File: src/logic/asc_pkg.sv
`default_nettype none
package asc_pkg;
	// ----------------------------------------
	// register indices (byte address = 4 * index)
	// ----------------------------------------
	localparam logic [9:0]  IDX_CTL0      = 10'h1A0;
	localparam logic [9:0]  IDX_CTL1      = 10'h1A2;
	localparam logic [9:0]  IDX_IFG       = 10'h1A4;
	localparam logic [9:0]  IDX_IE        = 10'h1A6;
	localparam logic [9:0]  IDX_IV        = 10'h1A8;
	localparam logic [9:0]  IDX_MEM0      = 10'h140;
	localparam logic [9:0]  IDX_MCTL0     = 10'h080;

	// ----------------------------------------
	// field positions
	// ----------------------------------------
	localparam int          CTL0_OVIE     = 3;
	localparam int          CTL0_TOVIE    = 2;
	localparam int          CTL0_CONV_EN  = 1;
	localparam int          CTL0_SC       = 0;
	localparam int          CTL1_FIRST    = 12;
	localparam int          CTL1_SRC      = 10;
	localparam int          CTL1_PULSE    = 9;
	localparam int          CTL1_INV      = 8;
	localparam int          CTL1_DIV      = 5;
	localparam int          CTL1_CLKSRC   = 3;
	localparam int          CTL1_SEQ      = 1;
	localparam int          CTL1_BUSY     = 0;
	localparam int          MCTL_LAST     = 7;
	localparam int          MCTL_REF      = 4;
	localparam int          MCTL_CHAN     = 0;

	// ----------------------------------------
	// reset values
	// ----------------------------------------
	localparam logic [15:0] CTL0_RST      = 16'h0000;
	localparam logic [15:0] CTL1_RST      = 16'h0000;
	localparam logic [15:0] IE_RST        = 16'h0000;
	localparam logic [15:0] IFG_RST       = 16'h0000;
	localparam logic [7:0]  MCTL_RST      = 8'h00;
	localparam logic [11:0] RES_RST       = 12'h000;

	// ----------------------------------------
	// sequence modes and vector codes
	// ----------------------------------------
	localparam logic [1:0]  SEQ_SINGLE    = 2'h0;
	localparam logic [1:0]  SEQ_CHANNELS  = 2'h1;
	localparam logic [1:0]  SEQ_REP_SINGLE = 2'h2;
	localparam logic [1:0]  SEQ_REP_CHANNELS = 2'h3;
	localparam logic [15:0] IV_NONE       = 16'h0000;
	localparam logic [15:0] IV_OVERFLOW   = 16'h0002;
	localparam logic [15:0] IV_TIME_OVF   = 16'h0004;
	localparam logic [15:0] IV_RESULT0    = 16'h0006;

	// ----------------------------------------
	// timing
	// ----------------------------------------
	localparam logic [7:0]  SAMPLE_TICKS  = 8'h04;

	typedef enum logic [1:0] {ST_IDLE, ST_SAMPLE, ST_CONVERT} asc_state_e;
	typedef enum logic [1:0] {BUS_IDLE, BUS_FETCH, BUS_DONE} asc_bus_e;
endpackage : asc_pkg
`default_nettype wire

File: src/logic/asc_top.sv
`timescale 1ns/1ps
`default_nettype none
module asc_top (
	input  wire logic        core_clk,
	input  wire logic        rst_n,
	input  wire logic [11:0] avs_address,
	input  wire logic        avs_read,
	input  wire logic        avs_write,
	input  wire logic [31:0] avs_writedata,
	input  wire logic [3:0]  avs_byteenable,
	output logic      [31:0] avs_readdata,
	output logic             avs_waitrequest,
	input  wire logic [2:0]  trig_in,
	input  wire logic [3:0]  clk_src_in,
	input  wire logic        afe_done,
	input  wire logic [11:0] afe_data,
	output logic             afe_sample,
	output logic             afe_start,
	output logic      [2:0]  afe_ref,
	output logic      [3:0]  afe_chan,
	output logic             afe_conv_tick,
	output logic             conv_busy,
	output logic             irq
);
	// ----------------------------------------
	// input synchronisers
	// ----------------------------------------
	logic [19:0] sync1_r;
	logic [19:0] sync2_r;
	logic [3:0]  clk_prev_r;
	logic        done_prev_r;

	always_ff @(posedge core_clk) begin
		if (!rst_n) begin
			sync1_r     <= 20'h0_0000;
			sync2_r     <= 20'h0_0000;
			clk_prev_r  <= 4'h0;
			done_prev_r <= 1'b0;
		end else begin
			sync1_r     <= {afe_data, afe_done, clk_src_in, trig_in};
			sync2_r     <= sync1_r;
			clk_prev_r  <= sync2_r[6:3];
			done_prev_r <= sync2_r[7];
		end
	end

	wire logic [2:0]  trig_s    = sync2_r[2:0];
	wire logic [3:0]  clk_s     = sync2_r[6:3];
	wire logic        done_rise = sync2_r[7] & ~done_prev_r;
	wire logic [11:0] data_s    = sync2_r[19:8];

	// ----------------------------------------
	// registers
	// ----------------------------------------
	logic [15:0] ctl0_r;
	logic [15:1] ctl1_r;
	logic [15:0] ie_r;
	logic [15:0] ifg_r;
	logic [7:0]  mctl_r [16];
	logic        ovf_r;
	logic        tovf_r;

	wire logic       conv_en    = ctl0_r[asc_pkg::CTL0_CONV_EN];
	wire logic       sc         = ctl0_r[asc_pkg::CTL0_SC];
	wire logic       ovie       = ctl0_r[asc_pkg::CTL0_OVIE];
	wire logic       tovie      = ctl0_r[asc_pkg::CTL0_TOVIE];
	wire logic [3:0] first_idx  = ctl1_r[asc_pkg::CTL1_FIRST +: 4];
	wire logic [1:0] src_sel    = ctl1_r[asc_pkg::CTL1_SRC +: 2];
	wire logic       pulse_mode = ctl1_r[asc_pkg::CTL1_PULSE];
	wire logic       invert     = ctl1_r[asc_pkg::CTL1_INV];
	wire logic [2:0] divider    = ctl1_r[asc_pkg::CTL1_DIV +: 3];
	wire logic [1:0] clk_src    = ctl1_r[asc_pkg::CTL1_CLKSRC +: 2];
	wire logic [1:0] seq_mode   = ctl1_r[asc_pkg::CTL1_SEQ +: 2];

	// ----------------------------------------
	// conversion clock select and divide
	// ----------------------------------------
	logic [2:0] div_cnt_r;

	wire logic [3:0] clk_rise  = clk_s & ~clk_prev_r;
	wire logic       src_tick  = clk_rise[clk_src];
	wire logic       conv_tick = src_tick && (div_cnt_r == divider);

	always_ff @(posedge core_clk) begin
		if (!rst_n) begin
			div_cnt_r <= 3'h0;
		end else if (src_tick) begin
			div_cnt_r <= conv_tick ? 3'h0 : div_cnt_r + 3'h1;
		end
	end

	// ----------------------------------------
	// sample input and sampling signal
	// ----------------------------------------
	logic       samp_in_prev_r;
	logic       samp_prev_r;
	logic [7:0] samp_tmr_r;
	asc_pkg::asc_state_e state_r;

	wire logic [3:0] src_vec     = {trig_s, sc};
	wire logic       samp_in     = src_vec[src_sel] ^ invert;
	wire logic       samp_in_rise = samp_in & ~samp_in_prev_r;
	wire logic       tmr_on      = (samp_tmr_r != 8'h00);
	wire logic       sampling    = pulse_mode ? tmr_on : samp_in;
	wire logic       samp_rise   = sampling & ~samp_prev_r;
	wire logic       samp_fall   = ~sampling & samp_prev_r;
	wire logic       idle        = (state_r == asc_pkg::ST_IDLE);

	always_ff @(posedge core_clk) begin
		if (!rst_n) begin
			samp_in_prev_r <= 1'b0;
			samp_prev_r    <= 1'b0;
			samp_tmr_r     <= 8'h00;
		end else begin
			samp_in_prev_r <= samp_in;
			samp_prev_r    <= sampling;
			if (samp_in_rise && conv_en && idle) begin
				samp_tmr_r <= asc_pkg::SAMPLE_TICKS;
			end else if (conv_tick && tmr_on) begin
				samp_tmr_r <= samp_tmr_r - 8'h01;
			end
		end
	end

	// ----------------------------------------
	// sequencer
	// ----------------------------------------
	logic       seq_active_r;
	logic [3:0] cur_idx_r;

	wire logic       start_taken = idle && conv_en && samp_rise;
	wire logic [3:0] act_idx     = seq_active_r ? cur_idx_r : first_idx;
	wire logic       conv_store  = (state_r == asc_pkg::ST_CONVERT) && done_rise;
	wire logic       cur_last    = mctl_r[cur_idx_r][asc_pkg::MCTL_LAST];
	wire logic [3:0] next_idx    = cur_idx_r + 4'h1;

	always_ff @(posedge core_clk) begin
		if (!rst_n) begin
			state_r      <= asc_pkg::ST_IDLE;
			seq_active_r <= 1'b0;
			cur_idx_r    <= 4'h0;
			afe_start    <= 1'b0;
			afe_ref      <= 3'h0;
			afe_chan     <= 4'h0;
		end else begin
			afe_start <= 1'b0;
			case (state_r)
				asc_pkg::ST_IDLE: begin
					if (!conv_en) begin
						seq_active_r <= 1'b0;
					end else if (start_taken) begin
						cur_idx_r    <= act_idx;
						seq_active_r <= 1'b1;
						state_r      <= asc_pkg::ST_SAMPLE;
					end
				end
				asc_pkg::ST_SAMPLE: begin
					if (samp_fall) begin
						afe_start <= 1'b1;
						afe_ref   <= mctl_r[cur_idx_r][asc_pkg::MCTL_REF +: 3];
						afe_chan  <= mctl_r[cur_idx_r][asc_pkg::MCTL_CHAN +: 4];
						state_r   <= asc_pkg::ST_CONVERT;
					end
				end
				asc_pkg::ST_CONVERT: begin
					if (done_rise) begin
						state_r <= asc_pkg::ST_IDLE;
						case (seq_mode)
							asc_pkg::SEQ_SINGLE: begin
								seq_active_r <= 1'b0;
							end
							asc_pkg::SEQ_CHANNELS: begin
								seq_active_r <= !cur_last;
								cur_idx_r    <= next_idx;
							end
							asc_pkg::SEQ_REP_SINGLE: begin
								cur_idx_r <= cur_idx_r;
							end
							default: begin
								cur_idx_r <= cur_last ? first_idx : next_idx;
							end
						endcase
					end
				end
				default: begin
					state_r <= asc_pkg::ST_IDLE;
				end
			endcase
		end
	end

	wire logic busy = !idle || seq_active_r;

	// ----------------------------------------
	// bus decode
	// ----------------------------------------
	asc_pkg::asc_bus_e bus_r;
	logic [11:0] mem_rd;

	wire logic [9:0]  idx       = avs_address[11:2];
	wire logic        sel_ctl0  = (idx == asc_pkg::IDX_CTL0);
	wire logic        sel_ctl1  = (idx == asc_pkg::IDX_CTL1);
	wire logic        sel_ifg   = (idx == asc_pkg::IDX_IFG);
	wire logic        sel_ie    = (idx == asc_pkg::IDX_IE);
	wire logic        sel_iv    = (idx == asc_pkg::IDX_IV);
	wire logic        sel_mem   = (idx[9:5] == asc_pkg::IDX_MEM0[9:5]) && !idx[0];
	wire logic        sel_mctl  = (idx[9:4] == asc_pkg::IDX_MCTL0[9:4]);
	wire logic [3:0]  mem_ent   = idx[4:1];
	wire logic [3:0]  mctl_ent  = idx[3:0];
	wire logic        fire      = (bus_r == asc_pkg::BUS_DONE);
	wire logic        wr_fire   = fire && avs_write;
	wire logic        rd_fire   = fire && avs_read;
	wire logic [15:0] be_mask   = {{8{avs_byteenable[1]}}, {8{avs_byteenable[0]}}};
	wire logic [15:0] pending   = ifg_r & ie_r;

	logic [15:0] iv;
	always_comb begin
		iv = asc_pkg::IV_NONE;
		for (int i = 15; i >= 0; i--) begin
			if (pending[i]) begin
				iv = asc_pkg::IV_RESULT0 + 16'(2 * i);
			end
		end
		if (tovf_r && tovie) begin
			iv = asc_pkg::IV_TIME_OVF;
		end
		if (ovf_r && ovie) begin
			iv = asc_pkg::IV_OVERFLOW;
		end
	end

	wire logic [15:0] rd_val =
		sel_ctl0 ? ctl0_r :
		sel_ctl1 ? {ctl1_r, busy} :
		sel_ifg  ? ifg_r :
		sel_ie   ? ie_r :
		sel_iv   ? iv :
		sel_mem  ? {4'h0, mem_rd} :
		sel_mctl ? {8'h00, mctl_r[mctl_ent]} : 16'h0000;
	wire logic [15:0] wmerge = (avs_writedata[15:0] & be_mask) | (rd_val & ~be_mask);

	always_ff @(posedge core_clk) begin
		if (!rst_n) begin
			bus_r           <= asc_pkg::BUS_IDLE;
			avs_waitrequest <= 1'b1;
			avs_readdata    <= 32'h0000_0000;
		end else begin
			case (bus_r)
				asc_pkg::BUS_IDLE: begin
					if (avs_read || avs_write) begin
						bus_r <= asc_pkg::BUS_FETCH;
					end
				end
				asc_pkg::BUS_FETCH: begin
					bus_r           <= asc_pkg::BUS_DONE;
					avs_waitrequest <= 1'b0;
					// read data stand until the next read answer
					if (avs_read) begin
						avs_readdata <= {16'h0000, rd_val};
					end
				end
				default: begin
					bus_r           <= asc_pkg::BUS_IDLE;
					avs_waitrequest <= 1'b1;
				end
			endcase
		end
	end

	// ----------------------------------------
	// result memory
	// ----------------------------------------
	wire logic        mem_we    = conv_store || (wr_fire && sel_mem);
	wire logic [3:0]  mem_waddr = conv_store ? cur_idx_r : mem_ent;
	wire logic [11:0] mem_wdata = conv_store ? data_s : wmerge[11:0];

	asc_result_mem asc_result_mem_inst (
		.core_clk  (core_clk),
		.rst_n     (rst_n),
		.wr_en     (mem_we),
		.wr_addr   (mem_waddr),
		.wr_data   (mem_wdata),
		.rd_addr   (mem_ent),
		.rd_data_r (mem_rd)
	);

	// ----------------------------------------
	// register updates and flags
	// ----------------------------------------
	wire logic [15:0] flag_set = conv_store ? (16'h0001 << cur_idx_r) : 16'h0000;
	wire logic [15:0] acc_clr  = (fire && sel_mem) ? (16'h0001 << mem_ent) : 16'h0000;
	wire logic [15:0] ifg_base = (wr_fire && sel_ifg) ? wmerge : ifg_r;
	wire logic        iv_rd    = rd_fire && sel_iv;
	wire logic        ovf_set  = conv_store && ifg_r[cur_idx_r];
	wire logic        tovf_set = (state_r == asc_pkg::ST_CONVERT) && samp_rise;

	always_ff @(posedge core_clk) begin
		if (!rst_n) begin
			ctl0_r <= asc_pkg::CTL0_RST;
			ctl1_r <= asc_pkg::CTL1_RST[15:1];
			ie_r   <= asc_pkg::IE_RST;
			ifg_r  <= asc_pkg::IFG_RST;
			ovf_r  <= 1'b0;
			tovf_r <= 1'b0;
			for (int i = 0; i < 16; i++) begin
				mctl_r[i] <= asc_pkg::MCTL_RST;
			end
		end else begin
			if (wr_fire && sel_ctl0) begin
				ctl0_r <= wmerge;
			end else if (start_taken) begin
				ctl0_r[asc_pkg::CTL0_SC] <= 1'b0;
			end
			if (wr_fire && sel_ctl1) begin
				ctl1_r <= wmerge[15:1];
			end
			if (wr_fire && sel_ie) begin
				ie_r <= wmerge;
			end
			if (wr_fire && sel_mctl && !conv_en) begin
				mctl_r[mctl_ent] <= wmerge[7:0];
			end
			ifg_r  <= (ifg_base & ~acc_clr) | flag_set;
			ovf_r  <= ovf_set | (ovf_r & ~(iv_rd && avs_readdata[15:0] == asc_pkg::IV_OVERFLOW));
			tovf_r <= tovf_set | (tovf_r & ~(iv_rd && avs_readdata[15:0] == asc_pkg::IV_TIME_OVF));
		end
	end

	// ----------------------------------------
	// outputs
	// ----------------------------------------
	always_ff @(posedge core_clk) begin
		if (!rst_n) begin
			afe_sample    <= 1'b0;
			afe_conv_tick <= 1'b0;
			conv_busy     <= 1'b0;
			irq           <= 1'b0;
		end else begin
			afe_sample    <= sampling;
			afe_conv_tick <= conv_tick;
			conv_busy     <= busy;
			irq           <= (|pending) || (ovf_r && ovie) || (tovf_r && tovie);
		end
	end
endmodule : asc_top
`default_nettype wire

File: src/logic/asc_result_mem.sv
`timescale 1ns/1ps
`default_nettype none
module asc_result_mem (
	input  wire logic        core_clk,
	input  wire logic        rst_n,
	input  wire logic        wr_en,
	input  wire logic [3:0]  wr_addr,
	input  wire logic [11:0] wr_data,
	input  wire logic [3:0]  rd_addr,
	output logic      [11:0] rd_data_r
);
	logic [11:0] mem_r [16];

	// contents survive reset; only the read register is cleared
	always_ff @(posedge core_clk) begin
		if (wr_en) begin
			mem_r[wr_addr] <= wr_data;
		end
	end

	always_ff @(posedge core_clk) begin
		if (!rst_n) begin
			rd_data_r <= asc_pkg::RES_RST;
		end else begin
			rd_data_r <= mem_r[rd_addr];
		end
	end
endmodule : asc_result_mem
`default_nettype wire

File: config.mk
export PLATFORM = sky130hd
export DESIGN_NAME = asc_top
export DESIGN_NICKNAME = d
export VERILOG_FILES = /design/src/logic/asc_pkg.sv /design/src/logic/asc_top.sv /design/src/logic/asc_result_mem.sv
export SDC_FILE = /design/constraint.sdc
export NUM_CORES = 1
export LEC_CHECK = 0
export ABC_AREA = 1
export BUFFER_PORTS_ARGS = -buffer_cell sky130_fd_sc_hd__buf_4
export CORE_MARGIN = 2
export CORE_UTILIZATION = 30
export CTS_CLUSTER_SIZE = 20
export DETAILED_ROUTE_END_ITERATION = 10
export MAX_ROUTING_LAYER = met4
export PLACE_DENSITY_LB_ADDON = 0.3
export SLEW_MARGIN = 10
export SYNTH_ARGS = -nofsm -noshare
export SYNTH_HDL_FRONTEND = slang
export SYNTH_SLANG_ARGS = --single-unit
File: constraint.sdc
create_clock -name core_clk -period 4.6 [get_ports core_clk]
set_input_delay 1.38 -clock core_clk [delete_from_list [all_inputs] [get_ports core_clk]]
set_output_delay 1.38 -clock core_clk [all_outputs]
set_load 0.01 [all_outputs]
# Word-level counts from Yosys, hierarchy flattened

Memories as Yosys holds them, arrays and structs flattened. A register that Yosys moved wholly into a read port is not among the register bits.
Cells that the tools add are included.
W data, S select, Z words.

$add $sub $neg: 3
Magnitude comparators: 3
Equal/unequal tests: 25
Shifts and indexed selects: 2
Muxes and demuxes: 74
Bitwise logic cells: 26
Reductions and logical operators: 52

Operators by type and width:

| cell                   | count |
|---|---|
| $mux W16               | 25 |
| $and A16 B16 Y16       | 4 |
| $eq A10 B9 Y1 const B  | 5 |
| $mux W4                | 9 |
| $not A16 Y16           | 2 |
| $or A16 B16 Y16        | 2 |
| $shl A1 B4 Y16 const A | 2 |
| $logic_and A1 B1 Y1    | 25 |
| $mux W12               | 2 |
| $mux W1                | 17 |
| $eq A16 B2 Y1 const B  | 1 |
| $eq A16 B3 Y1 const B  | 1 |
| $mux W8                | 2 |
| $pmux W4 S2            | 2 |
| $reduce_or A16 Y1      | 1 |
| $ne A2 B2 Y1 const B   | 6 |
| $mux W2                | 5 |
| $mux W3                | 3 |
| $reduce_and A4 Y1      | 2 |
| $reduce_bool A8 Y1     | 1 |
| $reduce_or A8 Y1       | 1 |
| $sub A8 B1 Y8 const B  | 1 |
| $not A1 Y1             | 7 |
| $and A1 B1 Y1          | 6 |
| other kinds (29)       | 53 |

Bits in registers: 160
Bits in writable memories: 320
Logic and storage cells: 215
Memories kept: 2

Memory list:

| name                      | depth | bits a word | read ports | clocked after Yosys merged registers in | wr ports | RTL line             | source |
|---|---|---|---|---|---|---|---|
| asc_result_mem_inst.mem_r | 16    | 12          | 1          | 1                                       | 1        | asc_result_mem.sv:12 | `logic [11:0] mem_r [16];` |
| mctl_r                    | 16    | 8           | 2          | 1                                       | 16       | asc_top.sv:59        | `logic [7:0] mctl_r [16];` |

# Longest topological paths before layout

Depth in word-level cells: 29
Mapped depth: 25
Mapped depth without buffers: 24

# Hierarchy

Synthesis repeated with hierarchy kept, for this count alone.

Cells, all modules: 2,640
Area total of the unflattened synthesis: 23,113.4 um2

Modules (own cells, without submodules):

| module         | instances | cells an instance | area each (um2) | sequential area each (um2) |
|---|---|---|---|---|
| asc_top        | 1         | 1,849             | 14,654.1        | 7,126.8 |
| asc_result_mem | 1         | 791               | 8,459.4         | 6,005.8 |

# Worst setup path after synthesis

No wires, ideal clock.

Kind: input to register
Start point: input avs_address[3]
End point: memory asc_result_mem_inst.mem_r[0][1] (data pin)
Data arrival time: 3,432 ps
Data required time: 4,270 ps
Setup slack: 838 ps
Stages: 14
Cells stage by stage: buf_4 -> nor2_4 -> buf_4 -> a22oi_1 -> o211ai_1 -> a22o_1 -> o21ai_1 -> a21oi_1 -> nand2_1 -> nand3_1 -> nand3_1 -> nand2_1 -> inv_2 -> o21ai_0

Longest elaborated chain between the ends: 11
Elaborated cells between the ends (all ways): 16

RTL lines:

| element                            | RTL line             | source |
|---|---|---|
| start, declared                    | asc_top.sv:6         | `input wire logic [11:0] avs_address,` |
| $mem_v2 Z16 W8                     | -                    |  |
| $mux W8                            | asc_top.sv:239       | `sel_mctl ? {8'h00, mctl_r[mctl_ent]} : 16'h0000;` |
| $mux W12                           | asc_top.sv:238       | `sel_mem ? {4'h0, mem_rd} :` |
| $mux W16                           | asc_top.sv:237       | `sel_iv ? iv :` |
| $mux W16                           | asc_top.sv:236       | `sel_ie ? ie_r :` |
| $mux W16                           | asc_top.sv:235       | `sel_ifg ? ifg_r :` |
| $mux W16                           | asc_top.sv:234       | `sel_ctl1 ? {ctl1_r, busy} :` |
| $mux W16 *                         | asc_top.sv:233       | `sel_ctl0 ? ctl0_r :` |
| $and A16 B16 Y16 *                 | asc_top.sv:240       | `wire logic [15:0] wmerge = (avs_writedata[15:0] & be_mask) \| (rd_val & ~be_mask);` |
| $or A16 B16 Y16 *                  | asc_top.sv:240       |  |
| $mux W12 *                         | asc_top.sv:275       | `wire logic [11:0] mem_wdata = conv_store ? data_s : wmerge[11:0];` |
| net asc_result_mem_inst.wr_data[1] | asc_result_mem.sv:8  | `input wire logic [11:0] wr_data,` |
| end, declared                      | asc_result_mem.sv:12 |  |

Mark *: on every way through the listed nets, which the timed path passes. The rest lies on a longest branch.

# Worst setup path after layout

Start point: input avs_address[2]
End point: memory asc_result_mem_inst.mem_r[4][1] (data pin)

Longest elaborated chain between the ends: 11
Elaborated cells between the ends (all ways): 18

RTL lines:

| element                                            | RTL line |
|---|---|
| $mem_v2 Z16 W8 or $logic_not A1 Y1 (tied branches) | - |
| $mux W8 or $logic_and A1 B1 Y1 (tied branches)     | asc_top.sv:239, asc_top.sv:206 |
| $mux W12                                           | asc_top.sv:238 |
| $mux W16                                           | asc_top.sv:237 |
| $mux W16                                           | asc_top.sv:236 |
| $mux W16                                           | asc_top.sv:235 |
| $mux W16                                           | asc_top.sv:234 |
| $mux W16 *                                         | asc_top.sv:233 |
| $and A16 B16 Y16 *                                 | asc_top.sv:240 |
| $or A16 B16 Y16 *                                  | asc_top.sv:240 |
| $mux W12 *                                         | asc_top.sv:275 |
| net asc_result_mem_inst.wr_data[1]                 | asc_result_mem.sv:8 |

Marked as above.

==> metrics.csv <==
metric,value,unit
antenna_cells,0,
cts_tree,yes,
die_w,276.7,um
max_slew_margin,29.47,%
vias_per_cell,5.206,
grt_pass1_vias,16846,
peakVddDrop,0.0002555,V
synth_compound_area_share,16.16,%
timing.critical_path.buf_inv,5,
worstMarginPinSlew,1.055,ns
synth-main-ff-cell,edfxtp_1,
fin_crit_sh,84.56,%
crit_slowest_cell,inv_2,
fmax,0.2571,GHz
place_area,24240,um2
drt-initial-drc-count,1834,
layout.nets,2493,
antenna_left,0,
cts-root-buf,clkbuf_16,
setup_viol,0,
switching_share,23.63,%
start_kind,input port,
post_cts_buffers,0,
synth-xor-area-share,0.2356,%
fin_area,25940,um2
insertion_delay,0.63,ns
cp_data_required_time,5.06,ns
dp_hpwl,48100,um
r2r_setup_slack,1.50,ns
coreArea,73330,um2
seq_power_share,50.1,%
crit_path_end_kind,register,
whs,0.4104,ns
drt_wl_total,71050,um
dr.pass1.iters,6,
wire_per_inst,20.81,um
synth_top_family_by_area,simple AND/OR/NAND/NOR gates,
drc,0,
drive_gt1_share,13.84,%
gp_congestion,0.9302,
post_synth_main_area_contributors,"edfxtp_1 43%, dfxtp_1 16%, nand2_1 6.4%, nor2_1 4.6%, inv_1 3.6%",
path_cells,buf_4 > inv_2 > nand2_4 > inv_2 > nand2_1 > o21ai_0 > a221oi_1 > o21ai_0 > o21ai_1 > a21oi_1 > nand2_1 > nand3_1 > nand3_1 > nand2_1 > inv_2 > o21ai_0 > buf_4,
fin_tns_setup,0,ns
synthAdderAreaFrac,0.5048,%
placed_cells,3317,
synthCells,2311,
slew_viol_final,0,
hold_buffers,0,
ys_types,64,
crit_fanout,32,
cts_inserted_buffers,52,
synth_edf_count,320,
ys_seq_area_share,58.87,%
rows,99,
vias,17778,
p_sw,2287,uW
cp.arrival,4.35,ns
clkPwrFrac,43.7,%
clock-sinks,496,
htree_levels,2,
finalClockSkew,0.04803,ns
ios,117,
yosys-mux-area-fraction,0.3926,%
cap_violations,0,
yosysTopAreaCellShare,43.08,%
synthDominantAreaCellType,edfxtp_1,
final_common_cell,nand2_1,
cts_buffer_depth,3,
grt_start_max_net_pins,112,
power,9682,uW
die_h,276.7,um
p_int,7394,uW
power_frac_comb,6.2,%
post_cts_resized,0,
final_cell_mix,"381 x nand2_1, 320 x edfxtp_1, 272 x nor2_1",
fin_cells,3415,
cpPeakStageDelay,0.61,ns
powerDensity,373.2,nW/um2
syn_avg_cell_area,9.653,um2
antenna_found_initial,2,
ys_ff_latch,496,
path_clk_slew,0.06,ns
dieArea,76560,um2
grt.overflow.total,0,
start_util,30.42,%
synth_area,22310,um2
path_class,in2reg,
synthSimpleGateAreaFrac,16.51,%
rsz0062_at_grt,no,
leakage,0.009951,uW
grtUsageMet2,29.52,%
path_delay_family,buffers and inverters,
synth_warnings,0,
top_usage_layer,met2,
met1_usage,25.35,%
syn_to_final_growth,16.30,%
synthArstFlopShare,0,%
grt_pass1_wl,106500,um
portBuffers,80,
groute.usage.overall,18.62,%
met3_usage,2.506,%
hold_class,reg2reg,
finalCriticalPeriod,3.890,ns
status,"complete, no violations",
hold_viol,0,
through the flow:
step / util (%) / setup slack (ns)
CTS: 35.38 / 0.7835
global route: 35.38 / 0.5319
finish: 35.38 / 0.7101
floorplan: - / 0.8379
global placement: 33.05 / 0.1537
detailed placement: 33.05 / 0.1275
metal layers:
layer,share of wire [%],up-vias
met5,0,-
met4,2.1,0
met3,7.1,111
met2,47,712
met1,44,8729
li1,-,8226
power by group through the flow:
stage | sequential [uW] | combinational (uW) | clock, uW
5_1_grt | 4860 | 641 | 4480
3_3_place_gp | 4950 | 587 | 0
2_1_floorplan | 4940 | 347 | 0
3_5_place_dp | 4950 | 594 | 0
4_1_cts | 4850 | 596 | 4310
6_report | 4850 | 596 | 4230
worst paths after layout:
| kind | startpoint | to | depth (start not counted) |
|---|---|---|---|
| max reg2reg | samp_tmr_r[0] | afe_ref[2] | 10 |
| min | sync1_r[3] | sync2_r[3] | 2 |
| min reg2reg | sync1_r[3] | sync2_r[3] | 2 |
| max | avs_address[2] | asc_result_mem_inst.mem_r[4][1] | 17 |
worst min-delay path: cells and delay by family (launching register included):
kind / cells / cell delay [ns]
AND/OR/NAND/NOR: 1 / 0.05
flip-flops: 1 / 0.30
buffers and inverters: 1 / 0.04
flip-flops by register name, indices dropped and copies added (netlist names), 2 cells and up, named ones only:
signal and count:
afe_chan 4, afe_ref 3, asc_result_mem_inst.mem_r 192, asc_result_mem_inst.rd_data_r 12, avs_readdata 16, bus_r 2, clk_prev_r 4, ctl0_r 16
ctl1_r 15, cur_idx_r 4, div_cnt_r 3, ie_r 16, ifg_r 16, mctl_r 128, samp_tmr_r 8, state_r 2
sync1_r 20, sync2_r 20
area by class of cell:
cell class              count  area, um2
clock inverters            29      292.8
repair buffers            171       1384
well taps                 959       1200
clock buffers              69       1416
fillers                  7400      47390
inverters                 234      879.6
flip-flops and latches    496      13130
multi-input cells        1457       7639
logic make-up after synthesis:
family	count (synthesis)
xor+xnor	6
compound gates	573
mux	5
simple gates	848
other cells	1
buf+inv	373
flops	496
fa+ha+maj	9
cell usage after synthesis (16+ instances only):
cell type / n
nand3_1: 90
nand4_1: 29
buf_4: 30
nor2_1: 275
o211ai_1: 55
a21oi_1: 125
dfxtp_1: 176
o21ai_1: 26
nand2_2: 16
a22oi_1: 78
o221ai_1: 22
nand2_1: 381
o21ai_0: 161
o22ai_1: 27
inv_1: 216
edfxtp_1: 320
clkbuf_1: 71
Power figures use the tool's default switching activity.
